==> src/design/bisw_pkg.sv <==
package bisw_pkg;
    // smbus function codes served here
    localparam logic [7:0] CMD_STATUS = 8'h16;
    localparam logic [7:0] CMD_WEAR = 8'h17;
    localparam logic [7:0] CMD_CAPACITY = 8'h18;
    localparam logic [7:0] CMD_VOLTAGE = 8'h19;
    localparam logic [7:0] CMD_SPEC = 8'h1a;
    localparam logic [7:0] CMD_DATE = 8'h1b;
    // flash locations (high byte address of each word)
    localparam logic [7:0] FL_VOLTAGE = 8'h04;
    localparam logic [7:0] FL_SPEC = 8'h06;
    localparam logic [7:0] FL_DATE = 8'h08;
    localparam logic [7:0] FL_WEAR = 8'h0c;
    localparam logic [7:0] FL_WEAR_STEP = 8'h37;
    localparam logic [7:0] FL_FULL_CLEAR = 8'h47;
    // status word fields
    localparam int ST_INIT_BIT = 7;
    localparam int ST_NOTCHG_BIT = 6;
    localparam int ST_FULL_BIT = 5;
    localparam int ST_EMPTY_BIT = 4;
    localparam logic [7:0] EMPTY_CLEAR_PCT = 8'd20;
    localparam logic [15:0] WEAR_MAX = 16'hffff;
    // spec word and date field positions
    localparam int SPEC_MINOR_LSB = 0;
    localparam int SPEC_MAJOR_LSB = 4;
    localparam int SPEC_VOLTAGE_SCALE_EXP_LSB = 8;
    localparam int SPEC_ISCALE_LSB = 12;
    localparam int DATE_DAY_LSB = 0;
    localparam int DATE_MONTH_LSB = 5;
    localparam int DATE_YEAR_LSB = 9;
    localparam int DATE_YEAR_BIAS = 1980;

    typedef enum logic [2:0] {
        ERR_OK = 3'h0,
        ERR_BUSY = 3'h1,
        ERR_RESERVED = 3'h2,
        ERR_UNSUPPORTED = 3'h3,
        ERR_WRITE_REFUSED = 3'h4,
        ERR_OVER_UNDER = 3'h5,
        ERR_BLOCK_LENGTH = 3'h6,
        ERR_UNKNOWN = 3'h7
    } bisw_err_type;

    // one command presented by the smbus transport
    typedef struct packed {
        logic [7:0] code;
        logic write;
        logic block;
        logic [7:0] length;
        logic defined_unimpl;
        logic over_under;
        logic other_fault;
    } bisw_cmd_type;

    // gauge measurements and conditions
    typedef struct packed {
        logic [7:0] rel_pct;
        logic charging;
        logic charge_term;
        logic overcharge;
        logic below_end_voltage_threshold_2;
        logic below_overload;
        logic [7:0] low_pct;
        logic [15:0] charge_inc;
    } bisw_gauge_type;
endpackage

==> src/design/bisw_info_status.sv <==
`timescale 1ns/10ps
module bisw_info_status
    import bisw_pkg::*;
#(
    parameter int WORD_W = 16
) (
    input wire logic CLK_I,
    input wire logic NRST_I,
    // configuration loader
    input wire logic LOAD_DONE_I,
    input wire logic LOAD_VALID_I,
    input wire logic [7:0] FLASH_ADDR_I,
    input wire logic [WORD_W-1:0] FLASH_WORD_I,
    input wire logic [WORD_W-1:0] CAPACITY_MAH_I,
    input wire logic [WORD_W-1:0] CAPACITY_MWH_I,
    input wire logic CAPACITY_UNIT_SELECT_I,
    input wire bisw_gauge_type GAUGE_I,
    // command from smbus transport
    input wire logic CMD_VALID_I,
    input wire bisw_cmd_type CMD_I,
    input wire logic BUSY_I,
    input wire logic [7:0] ALARM_I,
    output logic RESP_VALID_O,
    output logic [WORD_W-1:0] RESP_DATA_O,
    output logic [WORD_W-1:0] STATUS_O,
    // flash write-back
    output logic FLASH_WR_O,
    output logic [7:0] FLASH_WR_ADDR_O,
    output logic [WORD_W-1:0] FLASH_WR_DATA_O
);
    // the datapath is written for 16-bit words only
    if (WORD_W != 16) begin : g_width_check
        $error("bisw_info_status: WORD_W must be 16");
    end

    logic init_f, notchg_f, full_f, empty_f;
    logic next_init_f, next_notchg_f, next_full_f, next_empty_f;
    logic [7:0] full_clear_pct, next_full_clear_pct;
    logic [15:0] volt_w, spec_w, date_w, wear, step, acc;
    logic [15:0] next_volt_w, next_spec_w, next_date_w, next_wear, next_step, next_acc;
    logic fwr, next_fwr;
    logic [15:0] fwr_data, next_fwr_data;
    bisw_err_type err, next_err;
    logic rv, next_rv;
    logic [15:0] rdata, next_rdata;
    logic [16:0] acc_sum;

    // flash shadow, flags, wear count, command answers
    always_comb begin
        next_init_f = init_f;
        next_notchg_f = notchg_f;
        next_full_f = full_f;
        next_empty_f = empty_f;
        next_full_clear_pct = full_clear_pct;
        next_volt_w = volt_w;
        next_spec_w = spec_w;
        next_date_w = date_w;
        next_wear = wear;
        next_step = step;
        next_acc = acc;
        next_fwr = 1'b0;
        next_fwr_data = fwr_data;
        next_err = err;
        next_rv = 1'b0;
        next_rdata = rdata;
        acc_sum = {1'b0, acc} + {1'b0, GAUGE_I.charge_inc};
        // flash image loaded at full or partial reset
        if (LOAD_DONE_I) begin
            next_init_f = LOAD_VALID_I;
            case (FLASH_ADDR_I)
                FL_VOLTAGE: next_volt_w = FLASH_WORD_I;
                FL_SPEC: next_spec_w = FLASH_WORD_I;
                FL_DATE: next_date_w = FLASH_WORD_I;
                FL_WEAR: next_wear = FLASH_WORD_I;
                FL_WEAR_STEP: next_step = FLASH_WORD_I;
                FL_FULL_CLEAR: next_full_clear_pct = FLASH_WORD_I[7:0];
                default: next_init_f = LOAD_VALID_I;
            endcase
        end
        next_notchg_f = !GAUGE_I.charging;
        // set beats clear on both gauge flags
        if (GAUGE_I.charge_term || GAUGE_I.overcharge) begin
            next_full_f = 1'b1;
        end else if (GAUGE_I.rel_pct < full_clear_pct) begin
            next_full_f = 1'b0;
        end
        if ((GAUGE_I.below_end_voltage_threshold_2 && GAUGE_I.below_overload)
            || (GAUGE_I.rel_pct < GAUGE_I.low_pct)) begin
            next_empty_f = 1'b1;
        end else if (GAUGE_I.rel_pct >= EMPTY_CLEAR_PCT) begin
            next_empty_f = 1'b0;
        end
        // wear accumulation with saturation
        if (step != 16'h0000) begin
            if (acc_sum >= {1'b0, step}) begin
                next_acc = 16'(acc_sum - {1'b0, step});
                if (wear != WEAR_MAX) begin
                    next_wear = wear + 16'h0001;
                    next_fwr = 1'b1;
                    next_fwr_data = wear + 16'h0001;
                end
            end else begin
                next_acc = acc_sum[15:0];
            end
        end
        // command decode and error priority
        if (CMD_VALID_I) begin
            next_rv = 1'b1;
            next_rdata = 16'h0000;
            next_err = ERR_OK;
            if (BUSY_I) begin
                next_err = ERR_BUSY;
            end else if (CMD_I.other_fault) begin
                next_err = ERR_UNKNOWN;
            end else if (CMD_I.over_under) begin
                next_err = ERR_OVER_UNDER;
            end else if (CMD_I.defined_unimpl) begin
                next_err = ERR_UNSUPPORTED;
            end else if (CMD_I.code < CMD_STATUS || CMD_I.code > CMD_DATE) begin
                next_err = ERR_RESERVED;
            end else if (CMD_I.write && CMD_I.block && CMD_I.length != 8'h02) begin
                next_err = ERR_BLOCK_LENGTH;
            end else if (CMD_I.write) begin
                next_err = ERR_WRITE_REFUSED;
            end else begin
                case (CMD_I.code)
                    CMD_WEAR: next_rdata = wear;
                    CMD_CAPACITY: next_rdata = CAPACITY_UNIT_SELECT_I
                        ? CAPACITY_MWH_I : CAPACITY_MAH_I;
                    CMD_VOLTAGE: next_rdata = volt_w;
                    CMD_SPEC: next_rdata = spec_w;
                    CMD_DATE: next_rdata = date_w;
                    default: next_rdata = STATUS_O;
                endcase
            end
        end
    end

    // state registers
    always_ff @(posedge CLK_I or negedge NRST_I) begin
        if (!NRST_I) begin
            init_f <= 1'b0;
            notchg_f <= 1'b1;
            full_f <= 1'b0;
            empty_f <= 1'b0;
            full_clear_pct <= 8'h00;
            volt_w <= 16'h0000;
            spec_w <= 16'h0000;
            date_w <= 16'h0000;
            wear <= 16'h0000;
            step <= 16'h0000;
            acc <= 16'h0000;
            fwr <= 1'b0;
            fwr_data <= 16'h0000;
            err <= ERR_OK;
            rv <= 1'b0;
            rdata <= 16'h0000;
        end else begin
            init_f <= next_init_f;
            notchg_f <= next_notchg_f;
            full_f <= next_full_f;
            empty_f <= next_empty_f;
            full_clear_pct <= next_full_clear_pct;
            volt_w <= next_volt_w;
            spec_w <= next_spec_w;
            date_w <= next_date_w;
            wear <= next_wear;
            step <= next_step;
            acc <= next_acc;
            fwr <= next_fwr;
            fwr_data <= next_fwr_data;
            err <= next_err;
            rv <= next_rv;
            rdata <= next_rdata;
        end
    end

    // outputs
    assign STATUS_O = {ALARM_I, init_f, notchg_f, full_f, empty_f, 1'b0, err};
    assign RESP_VALID_O = rv;
    assign RESP_DATA_O = rdata;
    assign FLASH_WR_O = fwr;
    assign FLASH_WR_ADDR_O = FL_WEAR;
    assign FLASH_WR_DATA_O = fwr_data;

    // helper terms for the command checks
    logic cmd_clean;
    logic cmd_in_range;
    assign cmd_clean = CMD_VALID_I && !BUSY_I && !CMD_I.other_fault && !CMD_I.over_under
        && !CMD_I.defined_unimpl; // no fault outranks the decode
    assign cmd_in_range = CMD_I.code >= CMD_STATUS && CMD_I.code <= CMD_DATE;

    // status flag checks
    AST_INIT: assert property (@(posedge CLK_I) disable iff (!NRST_I)
        LOAD_DONE_I |=> STATUS_O[ST_INIT_BIT] == $past(LOAD_VALID_I))
        else $error("init flag");
    AST_NOTCHG: assert property (@(posedge CLK_I) disable iff (!NRST_I)
        $past(NRST_I) |-> STATUS_O[ST_NOTCHG_BIT] == !$past(GAUGE_I.charging))
        else $error("not-charging flag wrong");
    AST_FULL_SET: assert property (@(posedge CLK_I) disable iff (!NRST_I)
        GAUGE_I.charge_term |=> STATUS_O[ST_FULL_BIT])
        else $error("full not set");
    AST_FULL_OVER: assert property (@(posedge CLK_I) disable iff (!NRST_I)
        GAUGE_I.overcharge |=> STATUS_O[ST_FULL_BIT])
        else $error("full not set on overcharge");
    AST_FULL_CLR: assert property (@(posedge CLK_I) disable iff (!NRST_I)
        !GAUGE_I.charge_term && !GAUGE_I.overcharge && GAUGE_I.rel_pct < full_clear_pct
        |=> !STATUS_O[ST_FULL_BIT])
        else $error("full not cleared");
    AST_EMPTY_SET: assert property (@(posedge CLK_I) disable iff (!NRST_I)
        (GAUGE_I.below_end_voltage_threshold_2 && GAUGE_I.below_overload) || GAUGE_I.rel_pct < GAUGE_I.low_pct
        |=> STATUS_O[ST_EMPTY_BIT])
        else $error("empty not set");
    AST_EMPTY_CLR: assert property (@(posedge CLK_I) disable iff (!NRST_I)
        GAUGE_I.rel_pct >= EMPTY_CLEAR_PCT && !GAUGE_I.below_end_voltage_threshold_2
        && GAUGE_I.rel_pct >= GAUGE_I.low_pct |=> !STATUS_O[ST_EMPTY_BIT])
        else $error("empty not cleared");
    AST_LAYOUT: assert property (@(posedge CLK_I) disable iff (!NRST_I)
        STATUS_O[15:8] == ALARM_I && STATUS_O[3] == 1'b0)
        else $error("status layout");

    // error code checks
    AST_BUSY: assert property (@(posedge CLK_I) disable iff (!NRST_I)
        CMD_VALID_I && BUSY_I |=> STATUS_O[2:0] == ERR_BUSY && RESP_DATA_O == 16'h0000)
        else $error("busy lost");
    AST_UNKNOWN: assert property (@(posedge CLK_I) disable iff (!NRST_I)
        CMD_VALID_I && !BUSY_I && CMD_I.other_fault |=> STATUS_O[2:0] == ERR_UNKNOWN)
        else $error("unknown error lost");
    AST_OVER_UNDER: assert property (@(posedge CLK_I) disable iff (!NRST_I)
        CMD_VALID_I && !BUSY_I && !CMD_I.other_fault && CMD_I.over_under
        |=> STATUS_O[2:0] == ERR_OVER_UNDER) else $error("overflow error lost");
    AST_UNSUP: assert property (@(posedge CLK_I) disable iff (!NRST_I)
        CMD_VALID_I && !BUSY_I && !CMD_I.other_fault && !CMD_I.over_under
        && CMD_I.defined_unimpl |=> STATUS_O[2:0] == ERR_UNSUPPORTED)
        else $error("unsupported error lost");
    AST_RESERVED: assert property (@(posedge CLK_I) disable iff (!NRST_I)
        cmd_clean && !cmd_in_range |=> STATUS_O[2:0] == ERR_RESERVED)
        else $error("reserved error lost");
    AST_BLOCK_LEN: assert property (@(posedge CLK_I) disable iff (!NRST_I)
        cmd_clean && cmd_in_range && CMD_I.write && CMD_I.block && CMD_I.length != 8'h02
        |=> STATUS_O[2:0] == ERR_BLOCK_LENGTH)
        else $error("block length error lost");
    AST_REFUSE: assert property (@(posedge CLK_I) disable iff (!NRST_I)
        cmd_clean && cmd_in_range && CMD_I.write
        && (!CMD_I.block || CMD_I.length == 8'h02) |=> err == ERR_WRITE_REFUSED)
        else $error("write not refused");
    AST_OK: assert property (@(posedge CLK_I) disable iff (!NRST_I)
        cmd_clean && cmd_in_range && !CMD_I.write |=> STATUS_O[2:0] == ERR_OK)
        else $error("ok code not restored");

    // response and word checks
    AST_RESP: assert property (@(posedge CLK_I) disable iff (!NRST_I)
        CMD_VALID_I |=> RESP_VALID_O ##1 (!RESP_VALID_O || $past(CMD_VALID_I)))
        else $error("response timing");
    AST_VOLT: assert property (@(posedge CLK_I) disable iff (!NRST_I)
        cmd_clean && !CMD_I.write && CMD_I.code == CMD_VOLTAGE
        |=> RESP_DATA_O == $past(volt_w)) else $error("voltage word");
    AST_SPEC: assert property (@(posedge CLK_I) disable iff (!NRST_I)
        cmd_clean && !CMD_I.write && CMD_I.code == CMD_SPEC
        |=> RESP_DATA_O == $past(spec_w)) else $error("spec word");
    AST_DATE: assert property (@(posedge CLK_I) disable iff (!NRST_I)
        cmd_clean && !CMD_I.write && CMD_I.code == CMD_DATE
        |=> RESP_DATA_O == $past(date_w)) else $error("date word");
    AST_WEAR_RD: assert property (@(posedge CLK_I) disable iff (!NRST_I)
        cmd_clean && !CMD_I.write && CMD_I.code == CMD_WEAR
        |=> RESP_DATA_O == $past(wear)) else $error("wear word");
    AST_CAP: assert property (@(posedge CLK_I) disable iff (!NRST_I)
        cmd_clean && !CMD_I.write && CMD_I.code == CMD_CAPACITY
        |=> RESP_DATA_O == ($past(CAPACITY_UNIT_SELECT_I) ? $past(CAPACITY_MWH_I)
        : $past(CAPACITY_MAH_I))) else $error("capacity word");

    // wear counter checks
    AST_WEAR_STEP: assert property (@(posedge CLK_I) disable iff (!NRST_I)
        step != 16'h0000 && acc_sum >= {1'b0, step} && wear != WEAR_MAX
        |=> wear == $past(wear) + 16'h0001)
        else $error("wear did not advance");
    AST_WEAR_SAT: assert property (@(posedge CLK_I) disable iff (!NRST_I)
        $past(wear) == WEAR_MAX && !($past(LOAD_DONE_I) && $past(FLASH_ADDR_I) == FL_WEAR)
        |-> wear == WEAR_MAX) else $error("wear wrapped");
    AST_WEAR_WB: assert property (@(posedge CLK_I) disable iff (!NRST_I)
        (wear != $past(wear) && !$past(LOAD_DONE_I)) |-> fwr && fwr_data == wear)
        else $error("wear not written back");

    // main scenarios
    COV_WEAR_INC: cover property (@(posedge CLK_I) disable iff (!NRST_I) fwr);
    COV_READ_DATE: cover property (@(posedge CLK_I) disable iff (!NRST_I)
        CMD_VALID_I && CMD_I.code == CMD_DATE);
    COV_RESERVED: cover property (@(posedge CLK_I) disable iff (!NRST_I) err == ERR_RESERVED);
    COV_FULL_SET: cover property (@(posedge CLK_I) disable iff (!NRST_I) $rose(full_f));
    COV_BUSY: cover property (@(posedge CLK_I) disable iff (!NRST_I) err == ERR_BUSY);
endmodule

==> config.mk <==
export PLATFORM = sky130hd
export DESIGN_NAME = bisw_info_status
export DESIGN_NICKNAME = d
export VERILOG_FILES = /design/src/design/bisw_pkg.sv /design/src/design/bisw_info_status.sv
export SDC_FILE = /design/constraint.sdc
export NUM_CORES = 1
export LEC_CHECK = 0
export BUFFER_PORTS_ARGS = -buffer_cell sky130_fd_sc_hd__buf_2
export CAP_MARGIN = 20
export CORE_UTILIZATION = 41
export DETAILED_ROUTE_END_ITERATION = 7
export GPL_TIMING_DRIVEN = 0
export MAX_ROUTING_LAYER = met4
export SYNTH_ARGS = -nofsm -noshare
export SYNTH_HDL_FRONTEND = slang
export SYNTH_SLANG_ARGS = --single-unit
==> constraint.sdc <==
create_clock -name CLK_I -period 9.1 [get_ports CLK_I]
set_clock_uncertainty 0.15 [all_clocks]
set_input_delay 0.455 -clock CLK_I [delete_from_list [all_inputs] [get_ports CLK_I]]
set_output_delay 0.455 -clock CLK_I [all_outputs]
set_load 0.005 [all_outputs]
* Word level (Yosys, flattened, before mapping)
Cells that the tools add are included.
** Storage, ports and cells
- Bits in registers :: 145
- Input port bits :: 129
- Output and inout port bits :: 58
** Cells by class
- Add/subtract/negate cells :: 3
- Magnitude comparators :: 6
- Equality and inequality tests :: 13
- Muxes and demuxes :: 30
- Reductions and logical operators :: 16
** Operators with widths (number)
- $mux W16 :: 14
- $pmux W16 S5 :: 1
- $eq A8 B5 Y1 const B :: 5
- $mux W3 :: 7
- $add A16 B16 Y17 :: 1
- $ge A17 B16 Y1 :: 1
- $add A16 B1 Y16 const B :: 1
- $eq A8 B3 Y1 const B :: 2
- $eq A8 B4 Y1 const B :: 2
- $lt A8 B8 Y1 :: 2
- $ne A16 B16 Y1 const B :: 1
- $reduce_bool A16 Y1 :: 1
- $sub A16 B16 Y16 :: 1
- $reduce_and A2 Y1 :: 5
- $eq A8 B6 Y1 const B :: 1
- $eq A8 B7 Y1 const B :: 1
- $ge A8 B5 Y1 const B :: 1
- $gt A8 B5 Y1 const B :: 1
- $lt A8 B5 Y1 const B :: 1
- $mux W1 :: 8
- $ne A8 B2 Y1 const B :: 1
- $reduce_bool A2 Y1 :: 2
- $logic_and A1 B1 Y1 :: 3
- $logic_or A1 B1 Y1 :: 3
- other kinds (2) :: 2

* Logic depth before layout (Yosys ltp)
Gate-level depths: netlist (run 1).
- Depth after elaboration :: 9
- Mapped depth :: 20
- Depth with buffers taken out :: 18

* Worst setup path after synthesis (run 1)
Ideal clock, no wire load.
- Kind :: input to register
- Start point :: in GAUGE_I[0] in the netlist's numbering
- End point :: reg wear[11]
- Setup time :: 0.123 ns
- Arrival time :: 4.016 ns
- Path slack :: 4.811 ns
- Stages :: 19
- Path through :: ha_1 -> fa_1 -> a21oi_1 -> o22ai_2 -> o21ai_0 -> nand2b_1 -> a211oi_1 -> nor2_1 -> ha_1 -> and4_4 -> and3_1 -> o211ai_2 -> a31oi_2 -> o21ai_2 -> a21o_4 -> inv_4 -> buf_6 -> mux2_4 -> o221a_1
** On the way
- Longest elaborated chain between the ends :: 4
** RTL lines
- start, declared :: RTL line bisw_info_status.sv:17 : input wire bisw_gauge_type GAUGE_I,
- $add A16 B16 Y17 :: RTL line bisw_info_status.sv:66 : acc_sum = {1'b0, acc} + {1'b0, GAUGE_I.charge_inc};
- $ge A17 B16 Y1 :: RTL line bisw_info_status.sv:95 : if (acc_sum >= {1'b0, step}) begin
- $mux W16 :: RTL line bisw_info_status.sv:95
- $mux W16 :: RTL line bisw_info_status.sv:94 : if (step != 16'h0000) begin
- named net next_wear[11] :: RTL line bisw_info_status.sv:40 : logic [15:0] next_volt_w, next_spec_w, next_date_w, next_wear, next_step, next_acc;
- end signal, assigned :: RTL line bisw_info_status.sv:167 : wear <= next_wear;
- end, declared :: RTL line bisw_info_status.sv:39 : logic [15:0] volt_w, spec_w, date_w, wear, step, acc;
The timed path passes the listed nets, and every way through them passes these cells.
A chain may end at the register's enable or synchronous reset.

* Final worst setup path (run 1)
- Start point :: reg acc[0]
- End point :: reg wear[0]
** On the way
- Longest elaborated chain between the ends :: 4
** RTL lines
- start, declared :: RTL line bisw_info_status.sv:39
- start signal, assigned :: RTL line bisw_info_status.sv:169 : acc <= next_acc;
- $add A16 B16 Y17 :: RTL line bisw_info_status.sv:66
- $ge A17 B16 Y1 :: RTL line bisw_info_status.sv:95
- $mux W16 :: RTL line bisw_info_status.sv:95
- $mux W16 :: RTL line bisw_info_status.sv:94
- named net next_wear[0] :: RTL line bisw_info_status.sv:40
The timed path passes the listed nets, and every way through them passes these cells.

==> results.md, run 1 <==
* Status: complete, no violations
* Hold Crit Class: in2reg
* Core area at between 0.02 and 0.025 sq mm
* Clk pwr share at 0.246
* EDFF count, synth at 0
* DP HPWL at roughly 19000 microns
* WP data arrival at around 5.1 ns
* Largest net degree at the start of global routing at between 80 and 90
* Async SR Flop Fraction at 1.000
* Worst R2R Setup Slack at around 4.2 ns
* Layout Nets at between 1000 and 1500
* Post-cts sizing count at 0
* WHS Path Cells at 1
* CTS tree: yes
* Actual slew at the worst max-slew pin at between 0.6 and 0.7 ns
* Placer Congestion at about 0.92
* Final Slew Violations at 0
* R2R cell count at 17
* Vias at about 7700
* Starting Density at 0.4246
* Die height at around 150 microns
* Area contributors post-synth: dfrtp_1 (40%), mux2_2 (8.5%), ha_1 (6.5%)
* CP startpoint kind: flip-flop
* CP endpoint: wear[0]
* Pre-antenna DRT Iters at 6
* RR Startpoint: acc[0]
* Reg area at 0.003630 sq mm
* Fin crit period at 4.873 ns
* Layout cells sized above 1 at 0.2836
* Fmax achieved at ~210 MHz
* Switch Pwr at between 1000 and 1500 uW
* Cell variety after synth at 80
* Number of synthesized register bits at 145
* Final Hold Vio Count at 0
* CP required at ~9.3 ns
* Commonest cells in the netlist: dfrtp_1 (144), nand2_1 (106), o21ai_0 (96), mux2_2 (68), inv_1 (60)
* Clock Tree Buf Depth at 2
* Worst setup EP type: flip-flop
* Synth-to-layout area growth at 21.13%
* Final Setup Violations at 0
* Max-Cap Viols at 0
* Ant diodes at 0
* Wirelength per Cell at approximately 17 microns
* H-tree Lvls at 4
* Period utilisation layout at 0.5355
* Placed cell areas at slightly above 0.01 sq mm
* Vias/cell at between 5 and 6
* Die width at 150.5 microns
* Worst-path clk slew at 0.06 ns
* Power per standard cell area at 265.9 mW/mm^2
* First-pass GRT wire length at 38240 microns
* Seq pwr share at 0.294
* Top_reg_cell synth: dfrtp_1
* Switching Share at 0.3905
* Cell Area, Synth at between 0.009 and 0.01 sq mm
* Setup TNS at 0 ns
* Comb power frac at 0.460
* # fillers at around 2000
* Worst vdd ir at roughly 0.17 mV
* Clock latency on the worst-skew pair at around 0.43 ns
* Post-Route WL at around 24000 microns
* Slew margin rel. at 0.5454
* Count leader, synth: dfrtp_1
* I/O Buffers at around 180
* Iteration-0 DRC Markers at between 200 and 300
* DRC Markers at 0
* Synth top area share at 0.3987
* Top cell type by total area after synthesis: dfrtp_1
* RSZ-0062 raised after global routing: false
* Antenna viol nets, final at 0
* Root buf cell: clkbuf_16
* CP Class: reg2reg
* Footprint of the multi-input gates at 0.004867 sq mm
* Leak at about 0.0054 uW
* Clock tree sinks at ~150
* # rows at 53
* Synth Instances at 956
* Critical Path Source: acc[0]
* Total global-route track usage at 0.2279
* Synth Warn # at 0
* CP max FO at 10
* Die ar. at about 0.023 sq mm
* Syn avg cell area at between 9 and 10 sq um
* GRT overflow at 0
* I/O pin cnt at about 190
* Cell Int Power at between 1500 and 2000 uW
* Vias in the first global route at 7429
* Seq/Total Area, Yosys at 0.4016
* Reg2reg end: wear[0]
* CTS Buf Count at 17
* Initial antenna violation count at 0
* Fin area at roughly 0.011 sq mm
## worst min-delay path by stage
stage                  startpoint                  to  slack (ns)
5_1_grt               CMD_VALID_I        RESP_VALID_O        0.05
2_1_floorplan              NRST_I  FLASH_WR_DATA_O[0]       0.009
3_5_place_dp   FLASH_WR_DATA_O[1]  FLASH_WR_DATA_O[1]        0.31
6_report              CMD_VALID_I        RESP_VALID_O        0.05
4_1_cts               CMD_VALID_I        RESP_VALID_O        0.04
3_3_place_gp   FLASH_WR_DATA_O[1]  FLASH_WR_DATA_O[1]        0.31
## layer usage
layer / vias up / wire (microns) / track usage / share of wire
li1: 3810 / - / - / -
met1: 3680 / 11240 / 0.2880 / 0.46
met2: 182 / 11710 / 0.3823 / 0.48
met3: 27 / 1055 / 0.02727 / 0.043
met4: 0 / 361 / 0.06717 / 0.015
met5: - / 0 / - / 0
## critical path: stages (launching register included)
cell      delay [ns]
dfrtp_1         0.38
ha_1            0.22
fa_1            0.41
a21oi_1         0.25
o22ai_2         0.15
o21a_2          0.26
o22ai_2         0.19
xnor2_1         0.21
ha_1            0.35
and4_4          0.23
and3_1          0.18
a21oi_2         0.16
a31oi_2         0.12
o21ai_2         0.46
a21o_4          0.26
clkbuf_1        0.47
o21ai_0         0.18
a21oi_1         0.17
## state kept, by name, indices dropped and copies added (netlist names), 3 cells and up
signal           count
acc                 16
FLASH_WR_DATA_O     16
step                16
RESP_DATA_O         16
spec_w              16
full_clear_pct       8
volt_w              16
wear                16
date_w              16
err                  3
## cell families (layout without fill, tap and decap cells)
group                      after synthesis  in the layout  share of synthesized area
adders and majority gates               49             49                    0.06950
buffers and inverters                  123            334                    0.06272
muxes                                   94             94                     0.1150
AOI/OAI and AO/OA                      252            252                     0.1790
DFF                                    145            145                     0.4016
and+or+nand+nor                        258            258                     0.1393
xor gates and xnor gates                33             33                    0.03198
other                                    2              9                  0.0008310
## metrics by stage
step / worst slack (ns) / hold WS (ns) / total power [uW] / utilization / instances
final: 4.227 / 0.04899 / 2910 / 0.5143 / 1449
after global routing: 3.826 / 0.04776 / 3110 / 0.5143 / 1449
after CTS: 4.199 / 0.04204 / 2921 / 0.5143 / 1449
after detailed placement: 4.058 / 0.3093 / 2192 / 0.4849 / 1415
after global placement: 4.051 / 0.3064 / 2182 / 0.4833 / 1414
after floorplan: 4.811 / 0.009409 / 1830 / - / 963
## what timing repair did
action                     CTS  global route
setup endpoints to repair    0             0
hold endpoints to repair    59             0
setup buffers                0             0
hold buffers                 2             0
## layout by cell type (no fill, tap or decap), types with 4 or more instances in the layout
cell type	n
or3_1	4
xnor2_1	24
clkinv_2	5
o21ai_0	96
nand2_1	106
mux2_2	68
o211ai_1	5
nand3_1	27
conb_1	9
mux2i_1	21
nand4_1	10
and3_1	13
nor3_1	6
a21o_1	17
nand2b_1	7
inv_1	60
a311o_1	4
dfrtp_1	144
a21oi_1	50
a31oi_1	7
o22ai_1	19
nor2_1	50
clkinv_4	4
a211oi_1	7
o221a_1	8
nor2b_1	5
nor4_1	8
clkbuf_16	17
ha_1	47
clkbuf_1	33
buf_2	178
xor2_1	9
buf_4	22
## power groups by stage
stage / Combinational, uW / Clock, uW / Sequential, uW
after floorplan: 994 / 0 / 836
after global placement: 1320 / 0 / 861
after detailed placement: 1330 / 0 / 863
after CTS: 1340 / 728 / 854
after global routing: 1480 / 757 / 868
final: 1340 / 717 / 854
## final cells by class
| type | count | area share |
|---|---|---|
| Clock inverter | 14 | 0.01509 |
| Inverter | 61 | 0.02115 |
| Multi-Input combinational cell | 695 | 0.4446 |
| Clock buffer | 18 | 0.04012 |
| Timing Repair Buffer | 179 | 0.08538 |
| Buffer | 62 | 0.03063 |
| Tap cell | 275 | 0.03143 |
| Sequential cell | 145 | 0.3316 |
Power figures use the tool's default switching activity.
==> run 2, diff against run 1 <==
- clock period: 9.1 -> 4.5 ns (I/O delays scaled with it)
==> results.md, run 2 (same netlist as run 1, synthesis figures left out) <==
* Status: complete, no violations
* Synth-to-layout area growth at 27.09%
* Fin worst setup slack at 0.1453 ns (-4.082 ns)
* DRC Markers at 0 (unchanged)
* Clock Tree Buf Depth at 2 (unchanged)
* CTS Buf Count at 17 (unchanged)
* Final Slew Violations at 0 (unchanged)
* Iteration-0 DRC Markers at 349 (+18%)
* Placer Congestion at 0.9230 (unchanged)
* Slowest CP cell: fa_2
* First-pass GRT wire length at 39330 microns (+2.9%)
* Wirelength per Cell at 16.86 microns (+0.25%)
* Met3 wire len at 1121 microns (+6.3%)
* Worst setup EP type: flip-flop
* Largest net degree at the start of global routing at 87 (unchanged)
* Layout cells sized above 1 at 0.2939 (+0.01028)
* Fin crit period at 4.355 ns (-0.5185 ns)
* Most frequent cells in the layout: buf_2 (176), dfrtp_1 (144), nand2_1 (105)
* Total Power at 6161 uW (+110%)
* Clock tree sinks at 145 (unchanged)
* Commonest non-fill, non-tap cell in the layout: buf_2
* Vias in the first global route at 7680 (+3.4%)
* Fmax achieved at 229.6 MHz (+12%)
* Clock latency on the worst-skew pair at 0.43 ns (about the same)
* DRT met1 WL at 11380 microns (+1.3%)
* Die width at 150.5 microns (unchanged)
* I/O Buffers at 176 (unchanged)
* CP cell instances: ha_2 -> fa_2 -> a21oi_4 -> o22ai_2 -> o21a_2 -> o22ai_4 -> xnor2_2 -> ha_4 -> and4_4 -> and3_1 -> o211ai_2 -> a31oi_4 -> o21ai_4 -> a21o_4 -> inv_4 -> buf_8 -> mux2_4 -> o221a_1
* Starting Density at 0.4246 (unchanged)
* Ant diodes at 0 (unchanged)
* Max-Cap Viols at 0 (unchanged)
* Actual slew at the worst max-slew pin at 0.6881 ns (+0.01149 ns)
* Die ar. at 0.02264 sq mm (unchanged)
* Vias/cell at 5.309 (about the same)
* # fillers at 1990 (-2.3%)
* Final Hold Vio Count at 0 (unchanged)
* CP Class: reg2reg
* Footprint of the multi-input gates at 0.004977 sq mm (+2.3%)
* # rows at 53 (unchanged)
* DP HPWL at 18840 microns (unchanged)
* Clk pwr share at 0.235 (-0.011)
* CTS tree: yes
* Pre-antenna DRT Iters at 5 (-1)
* Worst vdd ir at 0.3808 mV (+120%)
* Leak at 0.005614 uW (+3.8%)
* Final core occ at 0.5396 (+0.02533)
* Antenna viol nets, final at 0 (unchanged)
* Met2 WL at 12240 microns (+4.5%)
* Switching Share at 0.3906 (about the same)
* Hold_ws at 0.005509 ns (-0.04348 ns)
* Core area at 0.02129 sq mm (unchanged)
* Reg area at 0.003630 sq mm (unchanged)
* Post-Route WL at 25170 microns (+3.3%)
* CP required at 4.66 ns (-4.65 ns)
* Place WS at -0.3333 ns (-4.391 ns)
* Final Setup Violations at 0 (unchanged)
* Comb power frac at 0.484 (+0.024)
* Vias at 7927 (+3.0%)
* Power per standard cell area at 536.4 mW/mm^2 (+100%)
* Total global-route track usage at 0.2342 (+0.006290)
* Fin area at 0.01149 sq mm (+4.9%)
* WP data arrival at 4.52 ns (-0.56 ns)
* Slew margin rel. at 0.5413 (-0.004190)
* GRT overflow at 0 (unchanged)
* Hold Crit Class: in2reg
* CP max FO at 10 (unchanged)
* I/O pin cnt at 187 (unchanged)
* Seq pwr share at 0.281 (-0.013)
* Max incr delay on CP at 0.42 ns (-0.05 ns)
* Period utilisation layout at 0.9677 (+0.4322)
* Root buf cell: clkbuf_16
* Cell Int Power at 3755 uW (+110%)
* Placed cell areas at 0.01032 sq mm (unchanged)
* Initial antenna violation count at 0 (unchanged)
* Switch Pwr at 2406 uW (+110%)
* Layout Nets at 1383 (+3.3%)
* Die height at 150.5 microns (unchanged)
* CP startpoint kind: flip-flop
* Worst-path clk slew at 0.06 ns (about the same)
* H-tree Lvls at 4 (unchanged)
* Highest metal used: met4
[run 2: cell types whose count changed in the layout (fill, tap and decap cells not counted), moves of 3 or more]
cell | previous run | this run
o21ai_0 | 96 | 93
buf_4 | 22 | 32
dlygate4sd3_1 | 2 | 37
ha_1 | 47 | 44
[run 2: critical path: cells and delay by family (launching register included)]
| family | cells | cell delay (ns) |
|---|---|---|
| AOI/OAI and AO/OA | 9 | 1.68 |
| adders and majority gates | 3 | 0.95 |
| and+or+nand+nor | 2 | 0.42 |
| DFF | 1 | 0.38 |
| muxes | 1 | 0.30 |
| buffers and inverters | 2 | 0.22 |
| xor gates and xnor gates | 1 | 0.13 |
[run 2: area by class of cell]
type,count,share of cell area
clock inverters,14,0.01438
clock buffers,18,0.03824
well taps,275,0.02996
inverters,61,0.02015
multi-input cells,695,0.4333
plain buffers,62,0.03017
repair buffers,223,0.1178
flip-flops and latches,145,0.3160
[run 2: worst paths after layout]
kind | cells past startpoint | endpoint | slack (ns) | startpoint
setup / recovery | 18 | wear[11] | 0.15 | acc[0]
hold / removal | 3 | err[2] | 0.006 | BUSY_I
setup reg to reg | 18 | wear[11] | 0.15 | acc[0]
hold reg to reg | 2 | acc[15] | 0.33 | acc[15]
max in group asynchronous | 3 | FLASH_WR_DATA_O[1] | 3.17 | NRST_I
min in group asynchronous | 2 | RESP_DATA_O[13] | 0.20 | NRST_I
[run 2: power groups by stage]
stage / registers (uW) / logic, uW / clock network, uW
after global placement: 1740 / 2670 / 0
after global routing: 1760 / 3280 / 1530
after CTS: 1730 / 2800 / 1470
after detailed placement: 1750 / 2690 / 0
after floorplan: 1690 / 2010 / 0
final: 1730 / 2980 / 1450
[run 2: routing by layer]
layer	global-route usage	vias to the layer above
li1	-	3896
met1	0.2907	3802
met2	0.3965	195
met3	0.02909	34
met4	0.07273	0
met5	-	-
[run 2: per-stage QoR]
step,TNS (ns),std cells
6_report,0,1493
5_1_grt,-0.03803,1493
4_1_cts,0,1487
3_5_place_dp,-10.32,1415
3_3_place_gp,-11.02,1414
2_1_floorplan,0,963
[run 2: repair_timing]
action,4_1_cts,5_1_grt
hold endpoints to repair,109,0
pin swaps,3,10
hold buffers,37,0
setup endpoints to repair,46,45
gates resized for setup,8,21
setup buffers,3,6
